<file path="config.mk">
export PLATFORM = sky130hd
export DESIGN_NAME = pid_responder
export DESIGN_NICKNAME = d
export VERILOG_FILES = /design/src/core/pid_pkg.sv /design/src/core/pid_cache_rom.sv /design/src/core/pid_responder.sv
export SDC_FILE = /design/constraint.sdc
export NUM_CORES = 1
export LEC_CHECK = 0
export BUFFER_PORTS_ARGS = -buffer_cell sky130_fd_sc_hd__buf_2
export CORE_ASPECT_RATIO = 0.75
export CORE_UTILIZATION = 30
export CTS_BUF_LIST = sky130_fd_sc_hd__clkbuf_4 sky130_fd_sc_hd__clkbuf_8
export CTS_CLUSTER_DIAMETER = 50
export DETAILED_ROUTE_END_ITERATION = 8
export REMOVE_ABC_BUFFERS = 1
export SLEW_MARGIN = 20
export SYNTH_ARGS = -nofsm -noshare
export SYNTH_HDL_FRONTEND = slang
export SYNTH_SLANG_ARGS = --single-unit
</file>
<file path="constraint.sdc">
create_clock -name core_clk -period 1.6 [get_ports core_clk]
set_clock_uncertainty 0.05 [all_clocks]
set_input_delay 0.16 -clock core_clk [delete_from_list [all_inputs] [get_ports core_clk]]
set_output_delay 0.16 -clock core_clk [all_outputs]
set_load 0.02 [all_outputs]
</file>
<file path="src/core/pid_pkg.sv">
package pid_pkg;

   // ****************************************
   // leaf numbers and index limits
   // ****************************************
   localparam logic [31:0] PID_LEAF_VENDOR = 32'h0000_0000; // maximum leaf and vendor string
   localparam logic [31:0] PID_LEAF_VERSION = 32'h0000_0001; // version and brand
   localparam logic [31:0] PID_LEAF_TLB = 32'h0000_0002; // cache and tlb descriptors
   localparam logic [31:0] PID_LEAF_SERIAL = 32'h0000_0003; // serial number
   localparam logic [31:0] PID_LEAF_CACHE = 32'h0000_0004; // deterministic cache parameters
   localparam logic [31:0] PID_LEAF_MONITOR = 32'h0000_0005; // monitor/wait
   localparam logic [31:0] PID_LEAF_THERMAL = 32'h0000_0006; // thermal and power
   localparam logic [31:0] PID_EXT_BASE = 32'h8000_0000; // first extended leaf
   localparam logic [31:0] PID_LEGACY_MAX = 32'h0000_0003; // highest leaf under the legacy limit

   // ****************************************
   // field positions
   // ****************************************
   localparam int PID_LEGACY_BIT = 22; // legacy_os_leaf_limit in misc_feature_enable_reg
   localparam int PID_MT_BIT = 28; // multi_thread_flag in word d of leaf one
   localparam logic [31:0] PID_THERM_A_MASK = 32'h0000_2ef5; // defined feature bits of leaf six word a
   localparam logic [4:0] PID_CTYPE_NULL = 5'h00; // no more caches
   localparam logic [4:0] PID_CTYPE_DATA = 5'h01; // data cache
   localparam logic [4:0] PID_CTYPE_INSN = 5'h02; // instruction cache
   localparam logic [4:0] PID_CTYPE_UNIF = 5'h03; // unified cache

   // ****************************************
   // register bus map and reset values
   // ****************************************
   localparam logic [11:0] PID_OFF_MISC = 12'h000; // misc_feature_enable_reg
   localparam logic [11:0] PID_OFF_STAT = 12'h004; // status: busy and answered count
   localparam logic PID_MISC_RESET = 1'b0; // legacy limit off by default
   localparam int PID_STAT_BUSY_BIT = 31; // busy flag inside status

   // ****************************************
   // timing
   // ****************************************
   localparam int PID_RESP_LATENCY = 2; // edges from request taken to valid

   // ****************************************
   // cache hierarchy reported by leaf four
   // ****************************************
   localparam int PID_CACHE_LEVELS = 3; // real caches before the null entry
   localparam logic [5:0] PID_CORE_IDS = 6'h03; // same for every valid sub-leaf
   localparam logic [11:0] PID_SHARE_IDS = 12'h001; // logical ids sharing each cache, minus one

   // ****************************************
   // types
   // ****************************************
   typedef enum logic [1:0] {
      PID_IDLE = 2'b00,
      PID_LOOK = 2'b01,
      PID_RESP = 2'b11
   } pid_state_t;

   typedef struct packed {
      logic [31:0] a;
      logic [31:0] b;
      logic [31:0] c;
      logic [31:0] d;
   } pid_quad_t;

   typedef struct packed {
      logic [31:0] leaf;
      logic [31:0] subleaf;
   } pid_req_t;

   typedef struct packed {
      pid_state_t state;
      pid_req_t req;
      logic [31:0] eff;
      pid_quad_t words;
      logic valid;
      logic legacy;
      logic [15:0] count;
      logic [31:0] prdata;
   } pid_regs_t;

   // builds one cache descriptor: type and level as given; ways, partitions, line, sets stored minus one
   function automatic pid_quad_t pid_cache_desc(input logic [31:0] idx);
      pid_quad_t q;
      logic [4:0] ctype;
      logic [2:0] lvl;
      logic [9:0] ways;
      logic [31:0] sets;
      q = '0;
      ctype = PID_CTYPE_NULL;
      lvl = 3'h0;
      ways = 10'h000;
      sets = 32'h0000_0000;
      unique case (idx)
         32'h0000_0000: begin
            ctype = PID_CTYPE_DATA;
            lvl = 3'h1;
            ways = 10'h007;
            sets = 32'h0000_003f;
         end
         32'h0000_0001: begin
            ctype = PID_CTYPE_INSN;
            lvl = 3'h1;
            ways = 10'h003;
            sets = 32'h0000_003f;
         end
         32'h0000_0002: begin
            ctype = PID_CTYPE_UNIF;
            lvl = 3'h2;
            ways = 10'h00f;
            sets = 32'h0000_01ff;
         end
         default: begin
            ctype = PID_CTYPE_NULL;
         end
      endcase
      if (ctype != PID_CTYPE_NULL) begin
         q.a = {PID_CORE_IDS, PID_SHARE_IDS, 4'h0, 1'b0, 1'b1, lvl, ctype};
         q.b = {ways, 10'h000, 12'h03f};
         q.c = sets;
         q.d = {29'h0, 1'b0, (ctype == PID_CTYPE_UNIF), 1'b0};
      end
      return q;
   endfunction

endpackage

</file>
<file path="src/core/pid_cache_rom.sv">
`timescale 1ns/100ps
// ****************************************
// cache descriptor table, registered read
// ****************************************
module pid_cache_rom
   import pid_pkg::*;
#(
   parameter int DEPTH = 4 // valid sub-leaves, null entry included
) (
   input wire logic core_clk,
   input wire logic rstn,
   input wire logic [31:0] addr,
   output pid_quad_t rd_q
);

   pid_quad_t rd_d; // next read word

   // past the table every index is invalid and reads as zero
   always_comb begin
      if (addr < 32'(DEPTH)) begin
         rd_d = pid_cache_desc(addr);
      end else begin
         rd_d = '0;
      end
   end

   // read data leaves through a register
   always_ff @(posedge core_clk) begin
      if (!rstn) begin
         rd_q <= '0;
      end else begin
         rd_q <= rd_d;
      end
   end

endmodule

</file>
<file path="src/core/pid_responder.sv">
`timescale 1ns/100ps
// Notes on behaviour
// beyond range returns highest basic leaf
// unimplemented leaf in range returns zeros
// upper halves of wide results cleared
// substituted leaf still uses given sub-leaf
// any privilege; busy until result lands
// leaf zero: max leaf, vendor string
// leaf one word b field layout
// logical id field valid with thread flag
// leaf three serial only when present
// legacy limit hides leaves above three
// cache type code in bits four-zero
// cache word a level, flags, id fields
// ways, partitions, line, sets minus one
// cache word d three flags only
// sub-leaf after null entry returns zeros
// core id field same every sub-leaf
// monitor line sizes, upper halves zero
// monitor word c two flags
// monitor word d eight sub-state nibbles
// thermal word a feature flags
// thermal word b threshold count
// thermal word c feedback, bias flags
// strobe in, one valid pulse later
module pid_responder
   import pid_pkg::*;
#(
   parameter logic [31:0] MAX_BASIC = 32'h0000_000b, // highest basic leaf
   parameter logic [31:0] MAX_EXT = 32'h8000_0008, // highest extended leaf
   parameter logic [31:0] VENDOR_B = 32'h7475_654e, // arbitrary vendor text
   parameter logic [31:0] VENDOR_D = 32'h436c_6172, // arbitrary vendor text
   parameter logic [31:0] VENDOR_C = 32'h2165_726f, // arbitrary vendor text
   parameter logic [31:0] VERSION_INFO = 32'h0000_0001, // arbitrary version word
   parameter logic [7:0] BRAND_INDEX = 8'h00,
   parameter logic [7:0] FLUSH_LINE = 8'h08, // flush line size in 8-byte units
   parameter logic [7:0] LOGICAL_IDS = 8'h02,
   parameter logic [7:0] INITIAL_APIC_ID = 8'h00,
   parameter logic MULTI_THREAD_FLAG = 1'b1,
   parameter logic [31:0] FEATURE_C = 32'h0000_0000,
   parameter logic [31:0] FEATURE_D = 32'h0000_0000,
   parameter logic [127:0] CACHE_TLB = 128'h0,
   parameter logic SERIAL_NUMBER_FEATURE = 1'b0,
   parameter logic [63:0] SERIAL_LOW = 64'h0,
   parameter logic [15:0] MON_LINE_MIN = 16'h0040,
   parameter logic [15:0] MON_LINE_MAX = 16'h0040,
   parameter logic MON_EXT = 1'b1,
   parameter logic MON_BREAK = 1'b1,
   parameter logic [31:0] MON_SUBSTATES = 32'h0000_2220,
   parameter logic [31:0] THERM_FEATURES = 32'h0000_0005,
   parameter logic [3:0] THERM_THRESHOLDS = 4'h2,
   parameter logic PERF_FEEDBACK = 1'b1,
   parameter logic ENERGY_BIAS = 1'b1,
   parameter int CACHE_DEPTH = PID_CACHE_LEVELS + 1
) (
   input wire logic core_clk,
   input wire logic rstn,
   // query port from the execution pipeline
   input wire logic req_valid,
   input wire pid_req_t req,
   output logic req_ready,
   output logic busy,
   output logic resp_valid,
   output logic [63:0] wide_result_a,
   output logic [63:0] result_word_b,
   output logic [63:0] result_word_c,
   output logic [63:0] result_word_d,
   // apb slave
   input wire logic psel,
   input wire logic penable,
   input wire logic pwrite,
   input wire logic [11:0] paddr,
   input wire logic [31:0] pwdata,
   output logic [31:0] prdata,
   output logic pready,
   output logic pslverr
);

   // ****************************************
   // state and helpers
   // ****************************************
   pid_regs_t st_q; // every flop of the block but the cache table read register
   pid_regs_t st_d; // next value
   pid_quad_t rom_q; // cache descriptor for the held sub-leaf
   logic [31:0] max_vis; // highest basic leaf software may see
   logic take; // request accepted this cycle
   logic apb_wr; // write completes this cycle
   logic apb_setup; // first cycle of a transfer

   // true for an address the slave answers
   function automatic logic pid_mapped(input logic [11:0] a);
      return (a == PID_OFF_MISC) || (a == PID_OFF_STAT);
   endfunction

   // out of range when past basic but below extended, or past extended
   function automatic logic [31:0] pid_effective(input logic [31:0] leaf, input logic [31:0] mb);
      if ((leaf > mb && leaf < PID_EXT_BASE) || leaf > MAX_EXT) begin
         return mb;
      end
      return leaf;
   endfunction

   // ****************************************
   // cache table
   // ****************************************
   pid_cache_rom #(
      .DEPTH(CACHE_DEPTH)
   ) u_rom (
      .core_clk(core_clk),
      .rstn(rstn),
      .addr(st_q.req.subleaf),
      .rd_q(rom_q)
   );

   // legacy limit caps the visible range at three
   always_comb begin
      if (st_q.legacy && MAX_BASIC > PID_LEGACY_MAX) begin
         max_vis = PID_LEGACY_MAX;
      end else begin
         max_vis = MAX_BASIC;
      end
   end

   assign take = req_valid && (st_q.state == PID_IDLE);
   assign apb_wr = psel && penable && pwrite && pid_mapped(paddr);
   assign apb_setup = psel && !penable;

   // ****************************************
   // next state
   // ****************************************
   always_comb begin
      st_d = st_q;
      st_d.valid = 1'b0;
      unique case (st_q.state)
         // idle: accept at any privilege, nothing is checked
         PID_IDLE: begin
            if (take) begin
               st_d.req = req;
               st_d.eff = pid_effective(req.leaf, max_vis);
               st_d.state = PID_LOOK;
            end
         end
         // look: cache table reads the held sub-leaf
         PID_LOOK: begin
            st_d.state = PID_RESP;
         end
         // resp: assemble the four words, one valid pulse
         PID_RESP: begin
            st_d.words = '0;
            unique case (st_q.eff)
               PID_LEAF_VENDOR: begin
                  st_d.words.a = max_vis;
                  st_d.words.b = VENDOR_B;
                  st_d.words.d = VENDOR_D;
                  st_d.words.c = VENDOR_C;
               end
               PID_LEAF_VERSION: begin
                  st_d.words.a = VERSION_INFO;
                  // logical id field only carries meaning with the thread flag
                  st_d.words.b = {INITIAL_APIC_ID, (MULTI_THREAD_FLAG ? LOGICAL_IDS : 8'h01),
                                  FLUSH_LINE, BRAND_INDEX};
                  st_d.words.c = FEATURE_C;
                  st_d.words.d = FEATURE_D | (32'(MULTI_THREAD_FLAG) << PID_MT_BIT);
               end
               PID_LEAF_TLB: begin
                  st_d.words = CACHE_TLB;
               end
               PID_LEAF_SERIAL: begin
                  if (SERIAL_NUMBER_FEATURE) begin
                     st_d.words.c = SERIAL_LOW[31:0];
                     st_d.words.d = SERIAL_LOW[63:32];
                  end
               end
               PID_LEAF_CACHE: begin
                  // rom already zeroes invalid sub-leaves and the null entry
                  st_d.words = rom_q;
               end
               PID_LEAF_MONITOR: begin
                  st_d.words.a = {16'h0000, MON_LINE_MIN};
                  st_d.words.b = {16'h0000, MON_LINE_MAX};
                  st_d.words.c = {30'h0, MON_BREAK, MON_EXT};
                  st_d.words.d = MON_SUBSTATES;
               end
               PID_LEAF_THERMAL: begin
                  st_d.words.a = THERM_FEATURES & PID_THERM_A_MASK;
                  st_d.words.b = {28'h0, THERM_THRESHOLDS};
                  st_d.words.c = {28'h0, ENERGY_BIAS, 2'b00, PERF_FEEDBACK};
               end
               default: begin
                  st_d.words = '0;
               end
            endcase
            st_d.valid = 1'b1;
            st_d.count = st_q.count + 16'h0001;
            st_d.state = PID_IDLE;
         end
         default: begin
            st_d.state = PID_IDLE;
         end
      endcase
      // register bus: write the legacy limit, latch read data in setup
      if (apb_wr && paddr == PID_OFF_MISC) begin
         st_d.legacy = pwdata[PID_LEGACY_BIT];
      end
      if (apb_setup) begin
         st_d.prdata = '0;
         if (paddr == PID_OFF_MISC) begin
            st_d.prdata[PID_LEGACY_BIT] = st_q.legacy;
         end else if (paddr == PID_OFF_STAT) begin
            st_d.prdata[PID_STAT_BUSY_BIT] = (st_q.state != PID_IDLE);
            st_d.prdata[15:0] = st_q.count;
         end
      end
   end

   // ****************************************
   // registers
   // ****************************************
   always_ff @(posedge core_clk) begin
      if (!rstn) begin
         st_q <= '0;
         st_q.state <= PID_IDLE;
         st_q.legacy <= PID_MISC_RESET;
      end else begin
         st_q <= st_d;
      end
   end

   // ****************************************
   // outputs
   // ****************************************
   assign req_ready = (st_q.state == PID_IDLE);
   assign busy = (st_q.state != PID_IDLE);
   assign resp_valid = st_q.valid;
   assign wide_result_a = {32'h0000_0000, st_q.words.a};
   assign result_word_b = {32'h0000_0000, st_q.words.b};
   assign result_word_c = {32'h0000_0000, st_q.words.c};
   assign result_word_d = {32'h0000_0000, st_q.words.d};
   assign prdata = st_q.prdata;
   assign pready = 1'b1;
   assign pslverr = psel && penable && !pid_mapped(paddr);
endmodule

</file>
Word-level counts from Yosys, hierarchy flattened
Cells that the tools add are included.
{"block": "op_classes", "addsub": 1, "n_lt_le_gt_ge": 4, "eq_ne": 11, "muxes": 22, "reduce_logical": 22}
{"cell": "one-hot mux 96 bit (5 select lines)", "count": 1}
{"cell": "one-hot mux 32 bit (4 select lines)", "count": 1}
{"cell": "2-to-1 mux 124 bit", "count": 1}
{"cell": "2-to-1 mux 98 bit", "count": 1}
{"cell": "== test 32 x 3 -> 1 bit (second input constant)", "count": 3}
{"cell": "== test 32 x 1 -> 1 bit (second input constant)", "count": 2}
{"cell": "zero test 32 bit", "count": 2}
{"cell": "2-to-1 mux 32 bit", "count": 2}
{"cell": "== test 32 x 2 -> 1 bit (second input constant)", "count": 1}
{"cell": "> comparator 32 bit (second input constant)", "count": 1}
{"cell": "> comparator 32 x 4 -> 1 bit", "count": 1}
{"cell": "less-than comparator 32 x 3 -> 1 bit (second input constant)", "count": 1}
{"cell": "less-than comparator 32 bit (second input constant)", "count": 1}
{"cell": "2-to-1 mux 16 bit", "count": 2}
{"cell": "one-hot mux 9 bit (2 select lines)", "count": 1}
{"cell": "adder 16 x 1 -> 16 bit (second input constant)", "count": 1}
{"cell": "== test 12 x 3 -> 1 bit (second input constant)", "count": 1}
{"cell": "zero test 12 bit", "count": 1}
{"cell": "one-hot mux 4 bit (3 select lines)", "count": 1}
{"cell": "logical AND 1 bit", "count": 8}
{"cell": "one-hot mux 2 bit (2 select lines)", "count": 2}
{"cell": "2-to-1 mux 1 bit", "count": 7}
{"cell": "one-hot mux 2 bit (3 select lines)", "count": 1}
{"cell": "== test 5 x 2 -> 1 bit (second input constant)", "count": 1}
{"cell": "13 further kinds", "count": 16}
{"block": "word_totals", "ff_bits": 390, "inputBits": 114, "output_inout_bits": 293}

Longest topological paths before layout
Gate-level depths: netlist of run 1.
{"block": "depth", "word_depth": 10, "mapped_depth": 7, "ltp_nobuf": 6}

Modules after synthesis
A second synthesis of run 1 with hierarchy kept.
{"block": "unflattened", "hier_cells": 1356, "hier_area_um2": 12663.4}
{"mod": "pid_responder", "instances": 1, "cells_per_inst": 1206, "area_each_um2": 11428.5, "seq_area_each_um2": 4604.4}
{"mod": "pid_cache_rom", "instances": 1, "cells_per_inst": 150, "area_each_um2": 1234.9, "seq_area_each_um2": 160.2}

Worst setup path after synthesis of run 1
OpenSTA, ideal clock, no wires.
{"block": "synth_path", "kind": "register to register", "startpoint": "reg st_q[274] in the netlist's numbering", "endpoint": "reg st_q[181] in the netlist's numbering", "setup_ns": 0.106, "arrival_ns": 1.617, "t_required_ns": 1.444, "setup_slack_ns": -0.173, "path_stages_with_launch": 8, "path_buffers": 2, "synth_period_minus_slack_ns": 1.773, "cell_sequence": "dfxtp_1 -> buf_4 -> nor2_1 -> and2_1 -> buf_4 -> o21ai_0 -> a2111o_1 -> o311ai_0"}
{"block": "synth_between", "elab_chain_len": 3}
{"item": "start: declaration", "line_no": "pid_responder.sv:82", "rtl": "pid_regs_t st_q;"}
{"item": "start signal: assignment", "line_no": "pid_responder.sv:225", "rtl": "st_q <= st_d;"}
{"item": "zero test 2 bit *"}
{"item": "via req_ready", "line_no": "pid_responder.sv:61", "rtl": "output logic req_ready,"}
{"item": "logical AND 1 bit", "line_no": "pid_responder.sv:124", "rtl": "assign take = req_valid && (st_q.state == PID_IDLE);"}
{"item": "AND reduction 2 bit (no line) *"}
The timed path passes the listed nets; every way through them passes the cells marked *.
A chain may end at the register's enable or synchronous reset.

Worst setup path in the final report of run 1
{"block": "layout_path", "startpoint": "reg st_q[215] in the netlist's numbering", "endpoint": "reg u_rom.rd_q[89] in the netlist's numbering"}
{"block": "layout_between", "elab_chain_len": 5}
{"item": "== test 32 x 2 -> 1 bit (tied with other cells)", "line_no": "pid_pkg.sv:91", "rtl": "unique case (idx)"}
{"item": "one-hot mux 2 bit (3 select lines)", "line_no": "pid_pkg.sv:91"}
{"item": "2-to-1 mux 5 bit", "line_no": "pid_cache_rom.sv:20", "rtl": "if (addr < 32'(DEPTH)) begin"}
{"item": "nonzero test 5 bit", "line_no": "pid_pkg.sv:114", "rtl": "if (ctype != PID_CTYPE_NULL) begin"}
{"item": "AND reduction 3 bit (no line)"}
{"item": "end signal: assignment", "line_no": "pid_cache_rom.sv:32", "rtl": "rd_q <= rd_d;"}
{"item": "end: declaration", "line_no": "pid_cache_rom.sv:13", "rtl": "output pid_quad_t rd_q"}
Parallel ways exist; a longest one is shown, timed or not. The select of a mux whose other input is x is not followed.

==> impl_metrics.csv, run 1 <==
group,metric,value,unit
final_layout,fin_nets,1108,
setup_path,worstSetupEndpointType,"flop",
floorplanning,ioPinCount,407,
yosys,avgSynthCellArea,8.760,um^2
yosys,ys_types,52,
timing,period_minus_slack,1687,ps
timing,tns,-581.5,ps
placed_design,post-place-cells,1257,
yosys,ys_seq_area_share,37.41,%
setup_path,rr_worst_depth,5,
placed_design,placed_area,0.007427,mm^2
floorplanning,die_area,0.02525,mm^2
outcome,violations,"setup timing",
timing,hold_viol,0,
placed_design,port_buffers,174,
global_routing,grt_start_max_net_pins,69,
floorplanning,die_w,183.2,um
global_routing,grt.overflow.total,0,
timing,worst_slew_pin_slew,526.6,ps
timing,maxSlewViolCount,0,
drt,avgRoutedWirePerCell,11.52,um
setup_path,path_max_fanout,6,
yosys,synth_edf_count,0,
flow_run,drv_cap,0,
timing,finalWorstSetupSlack,-87.12,ps
power_and_ir_drop,powerDensity,922.6,mW/mm^2
clock_tree,cts-root-buf,"clkbuf_8",
placed_design,globalplace.congestion,0.7402,
clock_tree,clk_pin_slew_worst_paths,90,ps
clock_tree,cts_max_level,4,
yosys,ys_ff_latch,138,
final_layout,areaGrowthSynthToFinish,15.47,%
final_layout,fin_area,0.008527,mm^2
clock_tree,numCtsBuffers,17,
setup_path,path_class,"reg -> reg",
clock_tree,cts_tree,"done",
floorplanning,start_util,30.65,%
timing,timing.fmax,592.7,MHz
timing,fin_hold_ws,76.63,ps
yosys,synthArstFlopShare,0,%
global_routing,grt_usage,11.60,%
clock_tree,clkSinkCount,138,
hold_path,hold_start,"req[34]",
drt,drt_iter0_drc,144,
setup_path,cp.arrival,2020,ps
placed_design,post-dp-hpwl,10940,um
outcome,status,"finished, violations left",
floorplanning,core,0.02409,mm^2
power_and_ir_drop,p_leak,4.118,nW
hold_path,hp-class,"in -> reg",
setup_path,critical_path_required,1930,ps
setup_path,rr_endpoint,"u_rom.rd_q[89]",
yosys,syn_area,0.007385,mm^2
final_layout,fin_cells,1337,
drt,via_per_inst,3.889,
yosys,ys.flop_type,"dfxtp_1",
yosys,synth.area.top_cells,"dfxtp_1 (37%), buf_4 (30%), nand2_1 (5.1%)",
timing,rsz0062_at_grt,"true",
drt,drtPass1Iterations,5,
drt,vias,5200,
yosys,yosys.area.top_type,"dfxtp_1",
yosys,synth_most_common_cell,"buf_4",
setup_path,r2r_start,"st_q[215]",
drt,drt_wl_total,15410,um
yosys,synth_cells,843,
hold_path,hold_path_end,"st_q[180]",
timing,setup_viol,11,
clock_tree,cts.path.max_buffers,2,
yosys,synth_top_area_share,37.41,%
global_routing,grt_pass1_wl,22840,um
floorplanning,dieHeight,137.9,um
yosys,synthTopCellsByCount,"buf_4 (293), dfxtp_1 (138), nand2_1 (101)",
setup_path,r2r_slack,-90,ps
global_routing,grt_pass1_vias,4454,
clock_tree,clk_latency,440,ps
timing,relSlewSlack,64.57,%
setup_path,cp-start-kind,"flop",
power_and_ir_drop,finalPower,7.867,mW
drt,drc,0,
yosys,yosys_warnings,0,
drt,ant_nets,0,
power_and_ir_drop,vdd_drop_max,519.7,uV
hold_path,whs_path_depth,3,
final_layout,final_layout_size_suffix_gt1_share,29.35,%
global_routing,antenna_found_initial,1,
floorplanning,rows,49,
timing,post-route-period-util,105.4,%
cell families (layout without fill, tap and decap cells):
| group | Yosys count | in the layout | share of synthesized area, % |
|---|---|---|---|
| buffers and inverters | 330 | 292 | 31.85 |
| AND/OR/NAND/NOR | 256 | 257 | 18.89 |
| flip-flops | 138 | 138 | 37.41 |
| AO/OA/AOI/OAI | 99 | 99 | 9.488 |
| XOR/XNOR | 15 | 15 | 1.779 |
| adder cells (fa/ha/maj) | 2 | 2 | 0.3388 |
| other | 2 | 202 | 0.1017 |
| multiplexers | 1 | 1 | 0.1356 |
stage by stage:
stage | util, % | setup WS, ps
2_1_floorplan | - | -1883
4_1_cts | 34.79 | -83.64
3_5_place_dp | 30.83 | -250.8
3_3_place_gp | 30.83 | -133.3
5_1_grt | 35.39 | -174.0
6_report | 35.39 | -87.12
critical path, stage by stage (launching register included):
cell	delay, ps
dfxtp_2	320
or4_4	560
nor4_4	200
nand4_4	210
nor2_4	170
and2_1	120
how the worst max path moves through the flow:
stage	startpoint	endpoint	slack (ps)
floorplan	result_word_c[24]	result_word_c[24]	-1880
finish	st_q[215]	u_rom.rd_q[89]	-90
global placement	st_q[215]	u_rom.rd_q[1]	-130
detailed placement	st_q[197]	result_word_d[1]	-250
global route	st_q[208]	result_word_b[3]	-170
CTS	st_q[215]	u_rom.rd_q[89]	-80
per-layer routing:
| metal | wire length [um] | global-route usage, % |
|---|---|---|
| met5 | 0 | 0 |
| met2 | 7171 | 18.23 |
| met1 | 7370 | 15.49 |
| met3 | 686 | 2.862 |
| met4 | 178 | 4.028 |
cell usage in the layout, fill, tap and decap left out, types with 3 or more instances in the layout:
master,n
a22o_1,9
conb_1,201
and2_1,17
nor4_1,12
nand2b_1,5
inv_1,3
dfxtp_1,129
clkbuf_8,17
and4_1,3
bufinv_16,3
a21boi_0,35
nand2_1,100
nor2_4,4
nor4_4,3
a21oi_1,5
buf_4,31
nor4_2,5
o21ai_0,9
inv_6,7
and4_4,3
nand4_1,5
nor3_1,5
buf_2,172
nor2_1,10
a22oi_1,17
buf_12,6
dlygate4sd3_1,39
nor2b_1,22
xnor2_1,13
inv_8,3
buf_6,8
dfxtp_2,9
nand3_1,9
o31ai_2,3
o21ai_1,10
and3_1,31
cell type report:
cell class	instances	area, um^2
fillers	2530	15570
multi-input cells	575	3189
flip-flops and latches	138	2774
repair buffers	256	1694
well taps	331	414.1
clock buffers	17	234.0
clock inverters	15	201.4
inverters	4	17.52
diodes	1	2.502
report_power, final:
group          switching (mW)  leakage, nW  internal [mW]
logic                   0.787         2.78          0.346
clock network            1.56        0.219           1.61
registers              0.0549         1.12           3.51
total                    2.40         4.12           5.47
what timing repair did:
action,4_1_cts,5_1_grt
buffers inserted,4,3
endpoints found under the hold margin,37,0
cloned,1,0
gates resized for setup,23,35
hold buffers,39,0
endpoints found under the setup margin,60,66
pin swaps,4,11
state kept, by name, indices dropped and copies added, names as in the netlist:
| name | count |
|---|---|
| result_word_d | 5 |
| wide_result_a | 7 |
| result_word_c | 8 |
| prdata | 18 |
| resp_valid | 1 |
| result_word_b | 8 |
| st_q | 83 |
| u_rom.rd_q | 8 |
(Power assumes the default switching activity.)
==> run 2: changes to the inputs <==
==> constraint.sdc (replaced) <==
create_clock -name core_clk -period 1.6 [get_ports core_clk]
set_clock_uncertainty 0.05 [all_clocks]
set_input_delay 0.08 -clock core_clk [delete_from_list [all_inputs] [get_ports core_clk]]
set_output_delay 0.08 -clock core_clk [all_outputs]
set_load 0.02 [all_outputs]
==> run 2 against run 1 <==
  * The run still ends with setup timing left
  * Sequential cell count unchanged
  * Wire length decreased by 0.73%
  * Sequential share of layout area decreased by 0.10 points
  * Die area unchanged
  * Design area increased by 0.35%
  * Cell count about the same
  * Setup slack improved by 1.9 ps
  * First-iteration DRC count increased by 26%
  * Critical path depth unchanged
  * Critical endpoint is now result_word_c[24]
==> impl_metrics.csv, run 2 (synthesis gave the netlist of run 1 again) <==
group,metric,value,unit
timing,tns,-1162,ps
final_layout,final_layout_size_suffix_gt1_share,29.58,%
final_layout,areaGrowthSynthToFinish,15.88,%
hold_path,hp-class,"in -> reg",
floorplanning,die_w,183.2,um
final_layout,final_common_cell,"conb_1",
final_layout,multi_input_area,0.003217,mm^2
timing,period_minus_slack,1685,ps
timing,worst_slew_pin_slew,501.3,ps
power_and_ir_drop,p_leak,4.102,nW
setup_path,path_cells,"nor4_4 -> and4_4 -> nand3_4 -> or3_4 -> o21ai_1",
placed_design,placed_area,0.007427,mm^2
placed_design,post-place-cells,1257,
final_layout,fin_cells,1336,
setup_path,cp_top_family,"simple AND/OR/NAND/NOR gates",
power_and_ir_drop,p_switching,2.254,mW
drt,ant_nets,0,
timing,hold_viol,0,
flow_run,drv_cap,0,
setup_path,critPathMaxStageDelay,460,ps
floorplanning,core,0.02409,mm^2
global_routing,grt_pass1_wl,22400,um
outcome,status,"finished, violations left",
clock_tree,cts_max_level,4,
power_and_ir_drop,vdd_drop_max,451.0,uV
power_and_ir_drop,powerDensity,923.3,mW/mm^2
setup_path,path_max_fanout,7,
floorplanning,rows,49,
power_and_ir_drop,p_comb_share,14.2,%
clock_tree,clk_pin_slew_worst_paths,80,ps
setup_path,critPathBufInv,0,
final_layout,fin_area,0.008557,mm^2
power_and_ir_drop,clock_power_share,40.7,%
global_routing,grt_pass1_vias,4376,
power_and_ir_drop,finalPower,7.901,mW
timing,setup_viol,22,
setup_path,critical_path_required,1910,ps
setup_path,crit_slowest_cell,"or3_4",
drt,drt_wl_total,15290,um
setup_path,worstSetupEndpointType,"flop",
global_routing,grt_start_max_net_pins,69,
drt,vias,5089,
global_routing,grt.overflow.total,0,
placed_design,pre_cts_ws,-119.0,ps
drt,drt_iter0_drc,182,
timing,relSlewSlack,66.27,%
final_layout,largest_reg_flops,83,
power_and_ir_drop,p_seq_share,45.2,%
clock_tree,clk_latency,430,ps
final_layout,top_register,"st_q",
drt,via_per_inst,3.809,
global_routing,grt_usage,11.31,%
floorplanning,start_util,30.65,%
timing,post-route-period-util,105.3,%
final_layout,regArea,0.002775,mm^2
placed_design,port_buffers,174,
timing,timing.fmax,593.4,MHz
floorplanning,ioPinCount,407,
floorplanning,die_area,0.02525,mm^2
placed_design,globalplace.congestion,0.7450,
power_and_ir_drop,swShare,28.52,%
setup_path,path_class,"reg -> reg",
power_and_ir_drop,p_int,5.647,mW
final_layout,fillers,2510,
clock_tree,clkSinkCount,138,
timing,maxSlewViolCount,0,
final_layout,most-common-layout-cells,"conb_1 (201), buf_2 (173), dfxtp_1 (130)",
clock_tree,cts.path.max_buffers,2,
placed_design,post-dp-hpwl,11100,um
clock_tree,numCtsBuffers,17,
timing,finalWorstSetupSlack,-85.27,ps
timing,rsz0062_at_grt,"true",
setup_path,cp.arrival,2000,ps
floorplanning,dieHeight,137.9,um
drt,drc,0,
final_layout,fin_nets,1108,
clock_tree,cts_tree,"done",
setup_path,cp-start-kind,"flop",
clock_tree,cts-root-buf,"clkbuf_8",
drt,avgRoutedWirePerCell,11.45,um
drt,drtPass1Iterations,4,
outcome,violations,"setup timing",
global_routing,antenna_found_initial,1,
-- run 2: layout make-up --
| class | instances | area share (%) |
|---|---|---|
| multi-input combinational | 575 | 37.59 |
| sequential | 138 | 32.43 |
| timing repair buffer | 256 | 19.67 |
| tap | 331 | 4.840 |
| clock buffer | 19 | 3.056 |
| clock inverter | 12 | 2.208 |
| inverter | 4 | 0.1755 |
| antenna | 1 | 0.02924 |
-- run 2: path summary, 6_finish.rpt --
kind / from / end / slack, ps / depth (start not counted)
setup / recovery: st_q[190] / result_word_c[24] / -90 / 5
hold / removal: req[35] / st_q[181] / 70 / 4
setup reg to reg: st_q[190] / result_word_c[24] / -90 / 5
hold reg to reg: result_word_b[6] / result_word_b[6] / 390 / 2
-- run 2: repair_timing --
item / 4_1_cts / 5_1_grt
buffers inserted: 3 / 3
pin swaps: 5 / 20
endpoints found under the hold margin: 38 / 0
gates resized for setup: 13 / 45
hold buffers: 40 / 0
gates cloned: 1 / 0
setup endpoints to repair: 27 / 66
-- run 2: routing by layer --
metal	GRT usage, %	up-vias	part of all wire (%)
met5	0	-	0
met1	15.49	2328	49
li1	-	2605	-
met2	17.36	148	46
met4	3.194	0	0.87
met3	3.072	8	4.7
-- run 2: power by group through the flow --
stage / logic [mW] / clock network, mW / registers (mW)
after CTS: 1.09 / 3.31 / 3.56
after global placement: 0.991 / 0 / 3.63
after detailed placement: 0.994 / 0 / 3.64
after floorplan: 0.626 / 0 / 3.67
final: 1.12 / 3.21 / 3.57
after global routing: 1.24 / 3.47 / 3.58
-- run 2: worst register-to-register path, stage by stage, from the launching register on --
cell	delay [ps]
dfxtp_2	340
nor4_4	270
and4_4	280
nand3_4	90
or3_4	460
o21ai_1	130
-- run 2: metrics by stage --
step | util [%] | hold WS [ps]
2_1_floorplan | - | 151.7
3_3_place_gp | 30.83 | 283.2
3_5_place_dp | 30.83 | 286.8
4_1_cts | 34.67 | 26.29
5_1_grt | 35.51 | 60.00
6_report | 35.51 | 67.21
==> run 3: changes to the inputs <==
PLACE_DENSITY = 0.68   (was not set)
==> run 3 against run 2 <==
  * The flow still finishes with violations (setup timing)
  * Die area is the same
  * First-iteration DRC count rose by 18%
  * Cell count decreased by 0.82%
  * Combinational power shrank 4%
  * Critical path depth stayed put
  * Via count is 0.53% higher
  * Hold slack lost 19 ps
  * Core utilization decreased by 1.2 points
  * Setup slack better by 23 ps
  * Total power fell by 7.4%
  * Critical path type unchanged
==> impl_metrics.csv, run 3 (synthesis gave the netlist of run 1 again) <==
group,metric,value,unit
outcome,status,"finished, violations left",
outcome,violations,"setup timing",
global_routing,grt_use_met1,15.38,%
drt,drtPass1Iterations,4,
placed_design,post-dp-hpwl,11000,um
final_layout,top_register,"st_q",
global_routing,grt_use_met3,2.652,%
global_routing,grt_usage,11.42,%
drt,via_per_inst,3.861,
setup_path,path_class,"reg -> reg",
clock_tree,cts_tree,"done",
power_and_ir_drop,vdd_drop_max,465.2,uV
global_routing,grt_start_max_net_pins,73,
floorplanning,start_util,30.65,%
setup_path,cp_top_family,"simple AND/OR/NAND/NOR gates",
timing,relSlewSlack,63.67,%
setup_path,worstSetupEndpointType,"flop",
final_layout,final_layout_size_suffix_gt1_share,28.20,%
flow_run,drv_cap,0,
placed_design,port_buffers,174,
global_routing,grt_util_met2,18.21,%
floorplanning,ioPinCount,407,
setup_path,critPathBufInv,0,
final_layout,fin_nets,1096,
timing,finalWorstSetupSlack,-61.98,ps
timing,setup_viol,9,
timing,period_minus_slack,1662,ps
setup_path,cp-start-kind,"flop",
timing,rsz0062_at_grt,"true",
final_layout,final_common_cell,"conb_1",
drt,drt_iter0_drc,215,
global_routing,busiest_layer,"met2",
timing,timing.fmax,601.7,MHz
drt,drc,0,
timing,maxSlewViolCount,0,
setup_path,path_max_fanout,7,
setup_path,critical_path_required,1930,ps
clock_tree,clk_pin_slew_worst_paths,100,ps
setup_path,crit_slowest_cell,"or3_4",
power_and_ir_drop,p_leak,4.001,nW
timing,hold_viol,0,
timing,worst_slew_pin_slew,539.9,ps
floorplanning,core,0.02409,mm^2
floorplanning,die_w,183.2,um
setup_path,path_cells,"nor4_2 -> and4_4 -> nand3_4 -> or3_4 -> o21ai_1",
final_layout,areaGrowthSynthToFinish,11.95,%
floorplanning,die_area,0.02525,mm^2
timing,post-route-period-util,103.9,%
setup_path,cp.arrival,1990,ps
floorplanning,rows,49,
clock_tree,clkSinkCount,138,
global_routing,grt_pass1_wl,22430,um
clock_tree,numCtsBuffers,17,
clock_tree,cts_max_level,4,
global_routing,antenna_found_initial,1,
clock_tree,cts.path.max_buffers,2,
placed_design,globalplace.congestion,0.7774,
drt,drt_wl_total,15230,um
power_and_ir_drop,powerDensity,884.9,mW/mm^2
global_routing,grt_pass1_vias,4302,
clock_tree,cts-root-buf,"clkbuf_8",
setup_path,critPathMaxStageDelay,410,ps
final_layout,most-common-layout-cells,"conb_1 (201), buf_2 (174), dfxtp_1 (130)",
placed_design,pre_cts_ws,-96.23,ps
hold_path,hp-class,"in -> reg",
final_layout,final_core_utilization,34.31,%
global_routing,grt.overflow.total,0,
final_layout,largest_reg_flops,83,
clock_tree,clk_latency,440,ps
drt,vias,5116,
drt,avgRoutedWirePerCell,11.50,um
floorplanning,dieHeight,137.9,um
drt,ant_nets,0,
## run 3: worst paths after layout
path / startpoint / end / slack [ps] / cells after the start
worst min register to register: result_word_c[6] / result_word_c[6] / 410 / 2
worst max-delay path: st_q[187] / result_word_c[6] / -60 / 5
worst max register to register: st_q[187] / result_word_c[6] / -60 / 5
worst min-delay path: req[35] / st_q[181] / 50 / 4
## run 3: where the power goes
group	internal [mW]	switching (mW)
Sequential	3.51	0.0591
Combinational	0.315	0.765
Clock	1.13	1.54
Total	4.95	2.36
## run 3: tightest hold or removal path: stages
cell	delay, ps
buf_2	110
inv_1	60
a2111o_1	90
o311ai_0	110
## run 3: layout make-up
cell class | instances | area (um^2)
diodes | 1 | 2.502
clock buffers | 17 | 234.0
clock inverters | 15 | 133.9
fillers | 2515 | 15830
inverters | 4 | 15.01
multi-input cells | 574 | 3136
flip-flops and latches | 138 | 2778
well taps | 331 | 414.1
repair buffers | 245 | 1554
## run 3: per-stage QoR
step | instance area [um^2] | TNS, ps | hold slack [ps] | cells | power, mW
after floorplan | 5794 | -73740 | 151.7 | 716 | 4.292
after global placement | 7357 | -664.6 | 286.0 | 1251 | 4.613
after detailed placement | 7357 | -878.2 | 288.3 | 1251 | 4.622
after CTS | 8197 | -586.0 | 19.55 | 1324 | 7.424
after global routing | 8264 | -1457 | 47.06 | 1324 | 7.707
final | 8267 | -358.9 | 47.71 | 1325 | 7.315
## run 3: timing repair
action,4_1_cts,5_1_grt
endpoints found under the setup margin,22,56
hold buffers,40,0
pin swaps,12,14
gates resized for setup,16,22
buffers inserted,1,0
endpoints found under the hold margin,38,0
## run 3: metal layers
metal | routed length [um] | vias up
met1 | 7214 | 2372
li1 | - | 2587
met3 | 595 | 12
met2 | 7275 | 145
met5 | 0 | -
met4 | 148 | 0
